`src/billboard_trigger_regs.vh`:
```
// Register offsets, fields, reset values and timing counts of the billboard trigger control
`ifndef BILLBOARD_TRIGGER_REGS_VH
`define BILLBOARD_TRIGGER_REGS_VH

// ****************************************
// Register map
// ****************************************
`define BB_ADDR_W 4
`define BB_OFF_CONTROL 4'h0
`define BB_OFF_TIMER_LSB 4'h1
`define BB_OFF_TIMER_MSB 4'h2
`define BB_OFF_STATUS 4'h3

// ****************************************
// Control fields
// ****************************************
`define BB_CTL_ENABLE_BIT 0
`define BB_CTL_SEL_LSB 1
`define BB_CTL_SEL_MSB 5
`define BB_CTL_WMASK 8'h3F
`define BB_CTL_RESET 8'h14
`define BB_SEL_DEFAULT 5'h0A
`define BB_SEL_RESERVED 5'h09
`define BB_SEL_LAST 5'h10

// ****************************************
// Timing
// ****************************************
`define BB_TIMER_RESET 16'h07D0
`define BB_CLK_MHZ 250
`define BB_STEP_MS 10
`define BB_STEP_CYCLES (`BB_STEP_MS * 1000 * `BB_CLK_MHZ)

// ****************************************
// Sequencer states
// ****************************************
`define BB_ST_IDLE 3'h0
`define BB_ST_DETACH 3'h1
`define BB_ST_BILLBOARD 3'h2
`define BB_ST_TIMING 3'h3
`define BB_ST_DETACH_BACK 3'h4
`define BB_ST_DONE 3'h5

`endif

```
`src/billboard_trigger_control.v`:
```
// Billboard trigger control: pin select, trigger sync, detach/reattach sequencing
//
// Functional notes
// - After failure signalled, let host enumerate the internal Billboard device.
// - Billboard descriptors carry failure message from prerecorded OTP contents.
// - Any general-purpose pin selectable as trigger, except pin 9 (its code 01001 is reserved); default pin when enabled.
// - Trigger input is active low; low level activates Billboard.
// - Control bits 5:1 select trigger pin; 01010 default, 01001 reserved.
// - Control bit 0 enables Billboard; when clear, trigger ignored entirely (the code checks it in idle only; a showing under way runs on).
// - On trigger, detach function device, then reconnect with Billboard descriptors.
// - Detach timer starts at address set, 10 ms steps, default 20 s.
`timescale 1ns/1ps
`default_nettype none
`include "billboard_trigger_regs.vh"

// ****************************************
// Limitations
// ****************************************
// Only the address-set detach timer is kept; the string-request timer is left out.
// Clearing the enable bit mid-sequence does not abort a showing already under way,
// so the function device is never left detached halfway through.

module billboard_trigger_control #(
   parameter NUM_PINS = 17,
   parameter STEP_CYCLES = `BB_STEP_CYCLES
) (
   input wire ref_clk_i, // Core clock, 250 MHz
   input wire rst_i, // Synchronous reset, active high
   input wire clk_en_i, // Clock enable, freezes all state when low
   input wire [`BB_ADDR_W-1:0] addr_i, // Register address
   input wire [7:0] wdata_i, // Register write data
   input wire wr_i, // Write strobe
   input wire rd_i, // Read strobe
   output reg [7:0] rdata_o, // Read data, valid cycle after read strobe
   input wire [NUM_PINS-1:0] gpio_n_i, // General-purpose pins, indexed by select code
   input wire addr_assigned_i, // Pulse: host set the function device address
   input wire detach_done_i, // Pulse: function device detach has completed
   output reg detach_req_o, // Hold function device disconnected from its port
   output reg billboard_mode_o, // Present Billboard descriptors when attached
   output reg otp_msg_sel_o // Descriptor engine takes the failure text from OTP
);

   // ****************************************
   // Registers
   // ****************************************
   reg [7:0] control_reg;
   reg [15:0] timer_reload_reg;

   reg [2:0] state_reg;
   reg [2:0] sync_reg;
   reg trig_reg;

   reg [15:0] step_count_reg;
   reg [31:0] cycle_count_reg;

   // ****************************************
   // Sequencer state codes
   // ****************************************
   localparam [2:0] ST_IDLE = `BB_ST_IDLE;
   localparam [2:0] ST_DETACH = `BB_ST_DETACH;
   localparam [2:0] ST_BILLBOARD = `BB_ST_BILLBOARD;
   localparam [2:0] ST_TIMING = `BB_ST_TIMING;
   localparam [2:0] ST_DETACH_BACK = `BB_ST_DETACH_BACK;
   localparam [2:0] ST_DONE = `BB_ST_DONE;

   wire [4:0] pin_sel = control_reg[`BB_CTL_SEL_MSB:`BB_CTL_SEL_LSB];
   wire enabled = control_reg[`BB_CTL_ENABLE_BIT];

   // ****************************************
   // Pin select table
   // ****************************************
   // Reserved and out-of-table codes match no entry and read as inactive (high)
   wire [NUM_PINS-1:0] pin_hit;
   genvar gi;
   generate
      for (gi = 0; gi < NUM_PINS; gi = gi + 1) begin : g_pin
         assign pin_hit[gi] = (pin_sel == gi) && (gi != `BB_SEL_RESERVED) && !gpio_n_i[gi];
      end
   endgenerate
   wire raw_pin = ~|pin_hit;

   // One tick per timer step; the counter restarts on every tick
   wire step_tick = (cycle_count_reg == STEP_CYCLES - 1);
   wire timer_expired = step_tick && (step_count_reg + 16'h0001 >= timer_reload_reg);

   // ****************************************
   // Register bus
   // ****************************************
   always @(posedge ref_clk_i) begin
      if (rst_i) begin
         control_reg <= `BB_CTL_RESET;
         timer_reload_reg <= `BB_TIMER_RESET;
         rdata_o <= 8'h00;
      end else if (clk_en_i) begin
         if (wr_i) begin
            if (addr_i == `BB_OFF_CONTROL) begin
               control_reg <= wdata_i & `BB_CTL_WMASK;
            end else if (addr_i == `BB_OFF_TIMER_LSB) begin
               timer_reload_reg[7:0] <= wdata_i;
            end else if (addr_i == `BB_OFF_TIMER_MSB) begin
               timer_reload_reg[15:8] <= wdata_i;
            end
         end

         // Read data stand one cycle only, zero otherwise
         rdata_o <= 8'h00;
         if (rd_i) begin
            if (addr_i == `BB_OFF_CONTROL) begin
               rdata_o <= control_reg;
            end else if (addr_i == `BB_OFF_TIMER_LSB) begin
               rdata_o <= timer_reload_reg[7:0];
            end else if (addr_i == `BB_OFF_TIMER_MSB) begin
               rdata_o <= timer_reload_reg[15:8];
            end else if (addr_i == `BB_OFF_STATUS) begin
               rdata_o <= {3'h0, trig_reg, 1'b0, state_reg};
            end
         end
      end
   end

   // ****************************************
   // Trigger synchroniser
   // ****************************************
   // Three stages; a level change counts once stages two and three agree
   // Stages reset to the idle (high) pin level so no false trigger follows reset
   always @(posedge ref_clk_i) begin
      if (rst_i) begin
         sync_reg <= 3'h7;
         trig_reg <= 1'b0;
      end else if (clk_en_i) begin
         sync_reg <= {sync_reg[1:0], raw_pin};
         if (sync_reg[1] == sync_reg[2]) begin
            trig_reg <= ~sync_reg[2];
         end
      end
   end

   // ****************************************
   // Detach / Billboard sequencer
   // ****************************************
   // No negotiation lives here: the low pin level is the only failure input
   always @(posedge ref_clk_i) begin
      if (rst_i) begin
         state_reg <= `BB_ST_IDLE;
         step_count_reg <= 16'h0000;
         cycle_count_reg <= 32'h0000_0000;
         detach_req_o <= 1'b0;
         billboard_mode_o <= 1'b0;
         otp_msg_sel_o <= 1'b0;
      end else if (clk_en_i) begin
         case (state_reg)
            // Waiting for a synchronised low trigger while enabled
            ST_IDLE: begin
               if (enabled && trig_reg) begin
                  detach_req_o <= 1'b1;
                  state_reg <= ST_DETACH;
               end
            end

            // Function device held off its port until the detach completes
            ST_DETACH: begin
               if (detach_done_i) begin
                  detach_req_o <= 1'b0;
                  billboard_mode_o <= 1'b1;
                  otp_msg_sel_o <= 1'b1;
                  state_reg <= ST_BILLBOARD;
               end
            end

            // Attached as Billboard, timer armed by the host's address assignment
            ST_BILLBOARD: begin
               if (addr_assigned_i) begin
                  step_count_reg <= 16'h0000;
                  cycle_count_reg <= 32'h0000_0000;
                  state_reg <= ST_TIMING;
               end
            end

            // A reload of zero still waits one full step
            ST_TIMING: begin
               if (step_tick) begin
                  cycle_count_reg <= 32'h0000_0000;
                  step_count_reg <= step_count_reg + 16'h0001;
               end else begin
                  cycle_count_reg <= cycle_count_reg + 32'h0000_0001;
               end
               if (timer_expired) begin
                  detach_req_o <= 1'b1;
                  state_reg <= ST_DETACH_BACK;
               end
            end

            // Second detach, then reattach with standard descriptors
            ST_DETACH_BACK: begin
               if (detach_done_i) begin
                  detach_req_o <= 1'b0;
                  billboard_mode_o <= 1'b0;
                  otp_msg_sel_o <= 1'b0;
                  state_reg <= ST_DONE;
               end
            end

            ST_DONE: begin
               // One Billboard showing per failure; rearm once the pin returns high
               if (!trig_reg) begin
                  state_reg <= ST_IDLE;
               end
            end

            default: begin
               state_reg <= ST_IDLE;
            end
         endcase
      end
   end

endmodule // billboard_trigger_control
`default_nettype wire

```
`config.mk`:
```
export PLATFORM = sky130hd
export DESIGN_NAME = billboard_trigger_control
export DESIGN_NICKNAME = d
export VERILOG_FILES = /design/src/billboard_trigger_control.v
export VERILOG_INCLUDE_DIRS = /design/src
export SDC_FILE = /design/constraint.sdc
export NUM_CORES = 1
export LEC_CHECK = 0
export ABC_AREA = 1
export BUFFER_PORTS_ARGS = -buffer_cell sky130_fd_sc_hd__buf_2
export CORE_ASPECT_RATIO = 1.5
export CORE_UTILIZATION = 29
export CTS_CLUSTER_SIZE = 20
export DETAILED_ROUTE_END_ITERATION = 7
export PLACE_DENSITY = 0.44
export SKIP_CTS_REPAIR_TIMING = 1
export SYNTH_ARGS = -nofsm -noshare
export SYNTH_HDL_FRONTEND = slang
export SYNTH_SLANG_ARGS = --single-unit
```
`constraint.sdc`:
```
create_clock -name ref_clk_i -period 2.45 [get_ports ref_clk_i]
set_input_delay 0 -clock ref_clk_i [delete_from_list [all_inputs] [get_ports ref_clk_i]]
set_output_delay 0 -clock ref_clk_i [all_outputs]
set_load 0.01 [all_outputs]
```
==> impl_metrics.tcl, run 1 <==
set metrics [dict create \
    synth_edf_count 0 \
    cap_violations 0 \
    fmax_ghz 0.430 \
    wire_per_inst_um 15.1 \
    vias 5458 \
    r2r_slack_ps 120 \
    numCtsBuffers 9 \
    grt.total_usage_pct 18.8 \
    regToRegStartpoint "step_count_reg[6]" \
    total_power_mw 3.34 \
    clkSinkCount 87 \
    cts-root-buf "clkbuf_16" \
    ys_warn_count 0 \
    dp_cells 1114 \
    antenna_found_initial 0 \
    area_growth_pct 22.7 \
    drc 0 \
    synthFlopType "dfxtp_1" \
    largest_reg_flops 32 \
    violations "hold timing" \
    drt_iter0_drc 257 \
    hold_start "clk_en_i" \
    peakVddDrop_v 0.000318 \
    grt_pass1_wl_um 27600 \
    fin_setup_tns_ps 0 \
    hold_slack_ps -11.3 \
    holdPathEnd "sync_reg[0]" \
    critical_path_class "flop to flop" \
    ys_seq_area_share_pct 32.4 \
    synth_fp_nets 889 \
    ys_types 39 \
    die_height_um 169 \
    cts_tree "built" \
    hold_path_depth 3 \
    grt_max_degree 37 \
    top_layer "met4" \
    cp-end-kind "flop" \
    path_clk_slew_ps 80 \
    synth_cells 835 \
    die_w_um 113 \
    netlist_area_sq_um 5370 \
    post-synth-top-count-cell "nand2_1" \
    final_net_count 976 \
    hpwl_um 13500 \
    worstPathRequired_ps 2700 \
    synth_top_area_share_pct 32.4 \
    clockBufferDepth 2 \
    async_flop_share_pct 0 \
    wl_met1_um 6990 \
    globalRouteOverflowTotal 0 \
    period_share_pct 95.0 \
    rsz0062_at_grt "true" \
    post-route-min-period_ps 2330 \
    wl_met3_um 342 \
    finalClockSkew_ps 12.4 \
    crit_start "step_count_reg[6]" \
    dieArea_sq_um 19100 \
    status "finished with violations" \
    power.density_nw_per_um2 506 \
    fin_cells 1144 \
    post-route-util_pct 36.6 \
    reg2reg_depth 15 \
    start_util_pct 29.8 \
    worstSetupStartpointType "flop" \
    route.met2.wl_um 9620 \
    routed_via_density 4.77 \
    drive_above_1_share_pct 18.3 \
    yosys-top-cells-area "dfxtp_1 (32%), nand2_1 (14%), inv_1 (8.1%)" \
    setup_viol 0 \
    core.rowCount 60 \
    ant_nets 0 \
    r2r-end "state_reg[2]" \
    cts_htree_levels 3 \
    slew_headroom_pct 60.8 \
    synth_seq_cells 87 \
    slew_viol_final 0 \
    dr.pass1.iters 4 \
    synth_area_per_cell_sq_um 6.44 \
    wl_um 17300 \
    grt_pass1_vias 5426 \
    crit_arrival_ps 2580 \
    ios 47 \
    clkLatencyLatePin_ps 360 \
    yosys-top-cells-count "nand2_1 (206), inv_1 (116), nor2_1 (93)" \
    diodes 0 \
    worstMarginPinSlew_ps 584 \
    fp.coreArea_sq_um 18000 \
    finalHoldViolations 1 \
    p_leak_nw 2.78 \
    crit_path_max_fanout 5 \
    place_congestion 0.843 \
    portBuffers 45 \
    synth_area_leader_cell "dfxtp_1" \
    hold_path.class "primary input to flop" \
]
==> logic make-up (layout without fill, tap and decap cells) <==
group           after synthesis  after routing  synth area share, %
simple gates                426            426                 34.7
xor+xnor                     19             19                 3.10
flops                        87             87                 32.4
compound gates              141            141                 14.9
buf+inv                     144            236                 10.7
fa+ha+maj                    18             18                 4.19
==> routing by layer <==
metal | vias up | global-route usage [%]
met5 | - | 0
met4 | 0 | 8.64
met3 | 18 | 1.86
met2 | 74 | 37.2
met1 | 2478 | 19.6
li1 | 2888 | -
==> per-stage QoR <==
stage	instance area, sq um	worst slack, ps
after floorplan	5370	211
after global placement	6040	-0.0870
after detailed placement	6040	-58.1
after CTS	6350	-71.1
after global routing	6600	-71.6
final	6600	123
==> report_power, final <==
part / leakage, nW / internal, mW / switching (mW)
combinational: 1.93 / 0.133 / 0.261
clock: 0.150 / 0.733 / 0.734
sequential: 0.705 / 1.44 / 0.0352
==> layout make-up <==
cell class	count	area [sq um]
inverter	125	473
timing repair buffer	95	623
tap	217	272
fill	2024	11400
multi-input combinational	604	3170
clock inverter	7	81.3
sequential	87	1750
clock buffer	9	225
==> cells in the final DEF (no fill, tap or decap), types with 4 or more instances in the layout <==
cell type / n
a21oi_2: 12
xor2_1: 13
inv_2: 5
o211ai_1: 5
inv_1: 116
clkbuf_16: 9
o22ai_1: 6
dlygate4sd3_1: 9
nand4_1: 38
o21ai_0: 40
buf_4: 41
a21oi_1: 66
nor3_2: 5
dfxtp_1: 83
buf_2: 45
nand2_2: 20
nand3_1: 42
nand2_1: 201
nor2_4: 4
ha_1: 17
nor2_1: 90
nor2_2: 4
nor3_1: 14
==> worst max-delay path, stage by stage (launching register included) <==
cell	delay, ps
dfxtp_2	350
nand2_2	70
nor3_4	210
buf_4	130
nand4_1	120
xor2_2	200
ha_1	300
buf_4	130
a21oi_1	120
o21ai_0	110
a21oi_2	140
nand2_2	110
nand3_2	110
nand2_1	60
inv_1	50
nor2_1	30
==> how the worst max path moves through the flow <==
stage | endpoint | slack, ps | cells past startpoint
2_1_floorplan | state_reg[0] | 210 | 15
3_3_place_gp | state_reg[0] | -0.09 | 17
3_5_place_dp | state_reg[1] | -60 | 17
4_1_cts | state_reg[0] | -70 | 17
5_1_grt | state_reg[1] | -70 | 15
6_report | state_reg[2] | 120 | 15
Note: power is estimated with default switching activity, not from simulation.
==> run 2: changes to the inputs <==
CELL_PAD_IN_SITES_DETAIL_PLACEMENT = 2   (was default)
CELL_PAD_IN_SITES_GLOBAL_PLACEMENT = 2   (was default)
PLACE_DENSITY = 0.74   (was 0.44)
clock period = 2.05 ns   (was 2.45 ns; I/O delays follow)
==> impl_metrics.tcl, run 2 (synthesis results as in run 1) <==
set metrics [dict create \
    status "finished with violations" \
    violations "hold timing, setup timing" \
    fmax_ghz 0.396 \
    die_w_um 113 \
    reg2reg_depth 16 \
    final_net_count 996 \
    layout_commonest_cell "nand2_1" \
    drc 0 \
    largest_reg_flops 32 \
    hpwl_um 17200 \
    period_share_pct 123 \
    nFillCells 2189 \
    regToRegStartpoint "step_count_reg[1]" \
    worstSetupStartpointType "flop" \
    grt_max_degree 38 \
    cts_tree "built" \
    total_power_mw 4.03 \
    power_switching_mw 1.27 \
    slowest_delay_ps 390 \
    hold_path_depth 3 \
    post-route-min-period_ps 2530 \
    cts_htree_levels 3 \
    wire_per_inst_um 19.5 \
    path_common_cell "nand2_2" \
    ios 47 \
    worstPathRequired_ps 2350 \
    ant_nets 0 \
    worstMarginPinSlew_ps 538 \
    hold_start "wdata_i[3]" \
    dr.pass1.iters 4 \
    crit_path_max_fanout 5 \
    slew_viol_final 0 \
    antenna_found_initial 0 \
    holdPathEnd "timer_reload_reg[3]" \
    peakVddDrop_v 0.000351 \
    r2r-end "state_reg[0]" \
    swShare_pct 31.5 \
    rsz0062_at_grt "true" \
    post-route-util_pct 37.7 \
    p_comb_share_pct 12.9 \
    sequentialPowerShare_pct 43.8 \
    setup_ws_ps -478 \
    p_leak_nw 2.91 \
    core.rowCount 60 \
    crit_arrival_ps 2830 \
    slowest_stage "dfxtp_4" \
    crit_chain "ha_4 -> nand2_2 -> nor2_4 -> nand2_2 -> nor2_2 -> xnor2_1 -> inv_1 -> ha_4 -> nand4_1 -> nor3_2 -> nand2_2 -> nand2_4 -> nand3_4 -> nand2_1 -> inv_1 -> nor2_1" \
    place_congestion 0.850 \
    finalClockSkew_ps 9.74 \
    critical_path_class "flop to flop" \
    globalRouteOverflowTotal 0 \
    start_util_pct 29.8 \
    diodes 0 \
    dieArea_sq_um 19100 \
    clockBufferDepth 2 \
    area_growth_pct 26.5 \
    numCtsBuffers 9 \
    path_clk_slew_ps 80 \
    routed_via_density 5.20 \
    pwr-share-clk_pct 43.3 \
    finalHoldViolations 4 \
    layout_common_cells "nand2_1 (198), inv_1 (113), nor2_1 (89), dfxtp_1 (78), a21oi_1 (65)" \
    r2r_slack_ps -480 \
    portBuffers 45 \
    cts-root-buf "clkbuf_16" \
    p_int_mw 2.76 \
    drive_above_1_share_pct 21.8 \
    cap_violations 0 \
    grt_pass1_wl_um 35700 \
    die_height_um 169 \
    power.density_nw_per_um2 592 \
    fp.coreArea_sq_um 18000 \
    slew_headroom_pct 64.0 \
    clkSinkCount 87 \
    vias 6057 \
    clkLatencyLatePin_ps 360 \
    hold_slack_ps -35.9 \
    cp-end-kind "flop" \
    hold_path.class "primary input to flop" \
    drt_iter0_drc 221 \
    grt.total_usage_pct 24.2 \
    grt_pass1_vias 6790 \
    wl_um 22700 \
    fin_setup_tns_ps -1820 \
    setup_viol 4 \
]
run 2: cell type report:
class	instances	area (sq um)	share of cell area, %
multi-input cells	604	3220	47.3
flip-flops and latches	87	1760	25.9
repair buffers	115	772	11.4
inverters	125	479	7.05
well taps	217	272	3.99
clock buffers	9	225	3.31
clock inverters	7	75.1	1.10
run 2: worst max-delay path: cells and delay by family (launching register included):
| kind | cells | cell delay [ps] |
|---|---|---|
| xor+xnor | 1 | 150 |
| fa+ha+maj | 2 | 440 |
| buf+inv | 2 | 180 |
| flops | 1 | 390 |
| simple gates | 11 | 1300 |
run 2: how the worst max path moves through the flow:
stage,from,to,cells after the start
finish,step_count_reg[1],state_reg[0],16
global route,step_count_reg[5],state_reg[2],16
CTS,step_count_reg[7],state_reg[0],15
detailed placement,step_count_reg[6],state_reg[1],17
global placement,step_count_reg[4],state_reg[1],17
floorplan,step_count_reg[3],state_reg[0],17
run 2: metal layers:
| metal | GRT usage, % | vias to the layer above | routed length (um) |
|---|---|---|---|
| met5 | 0 | - | 0 |
| met1 | 23.2 | 2976 | 8270 |
| li1 | - | 2922 | - |
| met3 | 2.97 | 63 | 435 |
| met2 | 49.3 | 96 | 12700 |
| met4 | 12.4 | 0 | 1250 |
run 2: per-stage QoR:
step                std cells  setup WS [ps]  cell area (sq um)
floorplan                 835          -48.5               5440
global placement         1134           -200               6250
finish                   1164           -478               6800
CTS                      1150           -539               6550
detailed placement       1134           -432               6250
global route             1164           -729               6800
run 2: power by group through the flow:
stage | Sequential, mW | Combinational, mW | Clock (mW)
floorplan | 1.80 | 0.303 | 0
global placement | 1.80 | 0.468 | 0
detailed placement | 1.80 | 0.491 | 0
CTS | 1.76 | 0.497 | 1.78
global route | 1.77 | 0.583 | 1.84
finish | 1.76 | 0.520 | 1.74
==> run 3: changes to the inputs <==
CORE_ASPECT_RATIO = default   (was 1.5)
==> impl_metrics.tcl, run 3 (synthesis results as in run 1) <==
set metrics [dict create \
    status "finished with violations" \
    violations "hold timing, setup timing" \
    dieArea_sq_um 19100 \
    globalRouteOverflowTotal 0 \
    area_growth_pct 29.4 \
    numCtsBuffers 9 \
    slew_viol_final 0 \
    cp-end-kind "flop" \
    die_height_um 138 \
    route.met2.wl_um 11200 \
    ant_nets 0 \
    core.rowCount 49 \
    multi_input_area_sq_um 3230 \
    routed_via_density 5.02 \
    path_common_cell "nand2_2" \
    clkLatencyLatePin_ps 350 \
    setup_viol 4 \
    crit_path_max_fanout 5 \
    top_layer "met4" \
    slowest_stage "dfxtp_4" \
    critical_path_class "flop to flop" \
    cp_num_buf_inv 2 \
    fp.coreArea_sq_um 18100 \
    crit_chain "nand2_2 -> nor3_4 -> nand2_2 -> nor2_4 -> buf_4 -> xor2_4 -> ha_4 -> a21oi_1 -> o21ai_0 -> a21oi_2 -> nand2_4 -> nand3_4 -> nand2_1 -> inv_1 -> nor2_1" \
    start_util_pct 29.7 \
    final_net_count 1009 \
    crit_arrival_ps 2850 \
    stdcell_area_sq_um 6950 \
    drive_above_1_share_pct 22.6 \
    clockBufferDepth 2 \
    finalClockSkew_ps 6.42 \
    layout_commonest_cell "nand2_1" \
    portBuffers 45 \
    antenna_found_initial 0 \
    clkSinkCount 87 \
    setup_ws_ps -552 \
    largest_reg_flops 32 \
    grt_pass1_vias 6522 \
    wl_met1_um 9160 \
    grt_max_degree 28 \
    hpwl_um 16000 \
    place_congestion 0.851 \
    fin_setup_tns_ps -2140 \
    drt_iter0_drc 178 \
    peakVddDrop_v 0.000423 \
    power.density_nw_per_um2 602 \
    grt.total_usage_pct 22.4 \
    fmax_ghz 0.384 \
    wl_um 21400 \
    worstPathRequired_ps 2300 \
    worstMarginPinSlew_ps 528 \
    wire_per_inst_um 18.0 \
    layout_common_cells "nand2_1 (199), inv_1 (113), nor2_1 (88), dfxtp_1 (80), buf_4 (75)" \
    period_share_pct 127 \
    cts_htree_levels 3 \
    rsz0062_at_grt "true" \
    post-route-min-period_ps 2600 \
    r2r_slack_ps -550 \
    drc 0 \
    cts_tree "built" \
    die_w_um 138 \
    dpl-instance-area_sq_um 6370 \
    hold_path.class "primary input to flop" \
    cap_violations 0 \
    wl_met3_um 411 \
    path_clk_slew_ps 70 \
    diodes 0 \
    dr.pass1.iters 4 \
    nFillCells 2220 \
    ios 47 \
    p_leak_nw 2.99 \
    finalHoldViolations 2 \
    worstSetupStartpointType "flop" \
    seq_area_sq_um 1760 \
    slowest_delay_ps 360 \
    cp_top_family "simple AND/OR/NAND/NOR gates" \
    hold_slack_ps -14.4 \
    grt_pass1_wl_um 33400 \
    cts-root-buf "clkbuf_16" \
    vias 5964 \
    slew_headroom_pct 64.7 \
]
## run 3: stage by stage
stage                     std cells  total power [mW]  hold WS (ps)  utilization (%)  setup WS (ps)
after floorplan                 835              2.10           126                -          -48.5
after global placement         1160              2.29           247             35.2           -221
after detailed placement       1160              2.31           248             35.2           -351
after CTS                      1176              4.23          -116             37.1           -477
after global routing           1189              4.38          37.6             38.4           -699
final                          1189              4.19         -14.4             38.4           -552
## run 3: metal layers
layer / up-vias / global-route usage [%]
met3: 35 / 3.19
met4: 0 / 7.45
li1: 2955 / -
met2: 63 / 42.5
met1: 2911 / 25.5
met5: - / 0
## run 3: worst paths after layout
kind | end | from | depth (start not counted)
min | timer_reload_reg[11] | wdata_i[3] | 3
max reg2reg | state_reg[1] | step_count_reg[5] | 15
min reg2reg | rdata_o[7] | rdata_o[7] | 2
max | state_reg[1] | step_count_reg[5] | 15
## run 3: where the power goes
part	switching (mW)	internal (mW)	total (mW)
logic	0.353	0.183	0.537
registers	0.0408	1.72	1.76
clock network	0.743	1.14	1.89
total	1.14	3.05	4.19
## run 3: final cells by class
class / count / share of cell area [%]
Inverter: 125 / 6.86
Clock buffer: 12 / 3.69
Multi-Input combinational cell: 604 / 46.5
Timing Repair Buffer: 128 / 12.5
Tap cell: 229 / 4.12
Sequential cell: 87 / 25.2
Clock inverter: 4 / 1.10
## run 3: tightest hold or removal path, stage by stage
cell     delay, ps
buf_2          110
o21ai_0         80
a21oi_1        100
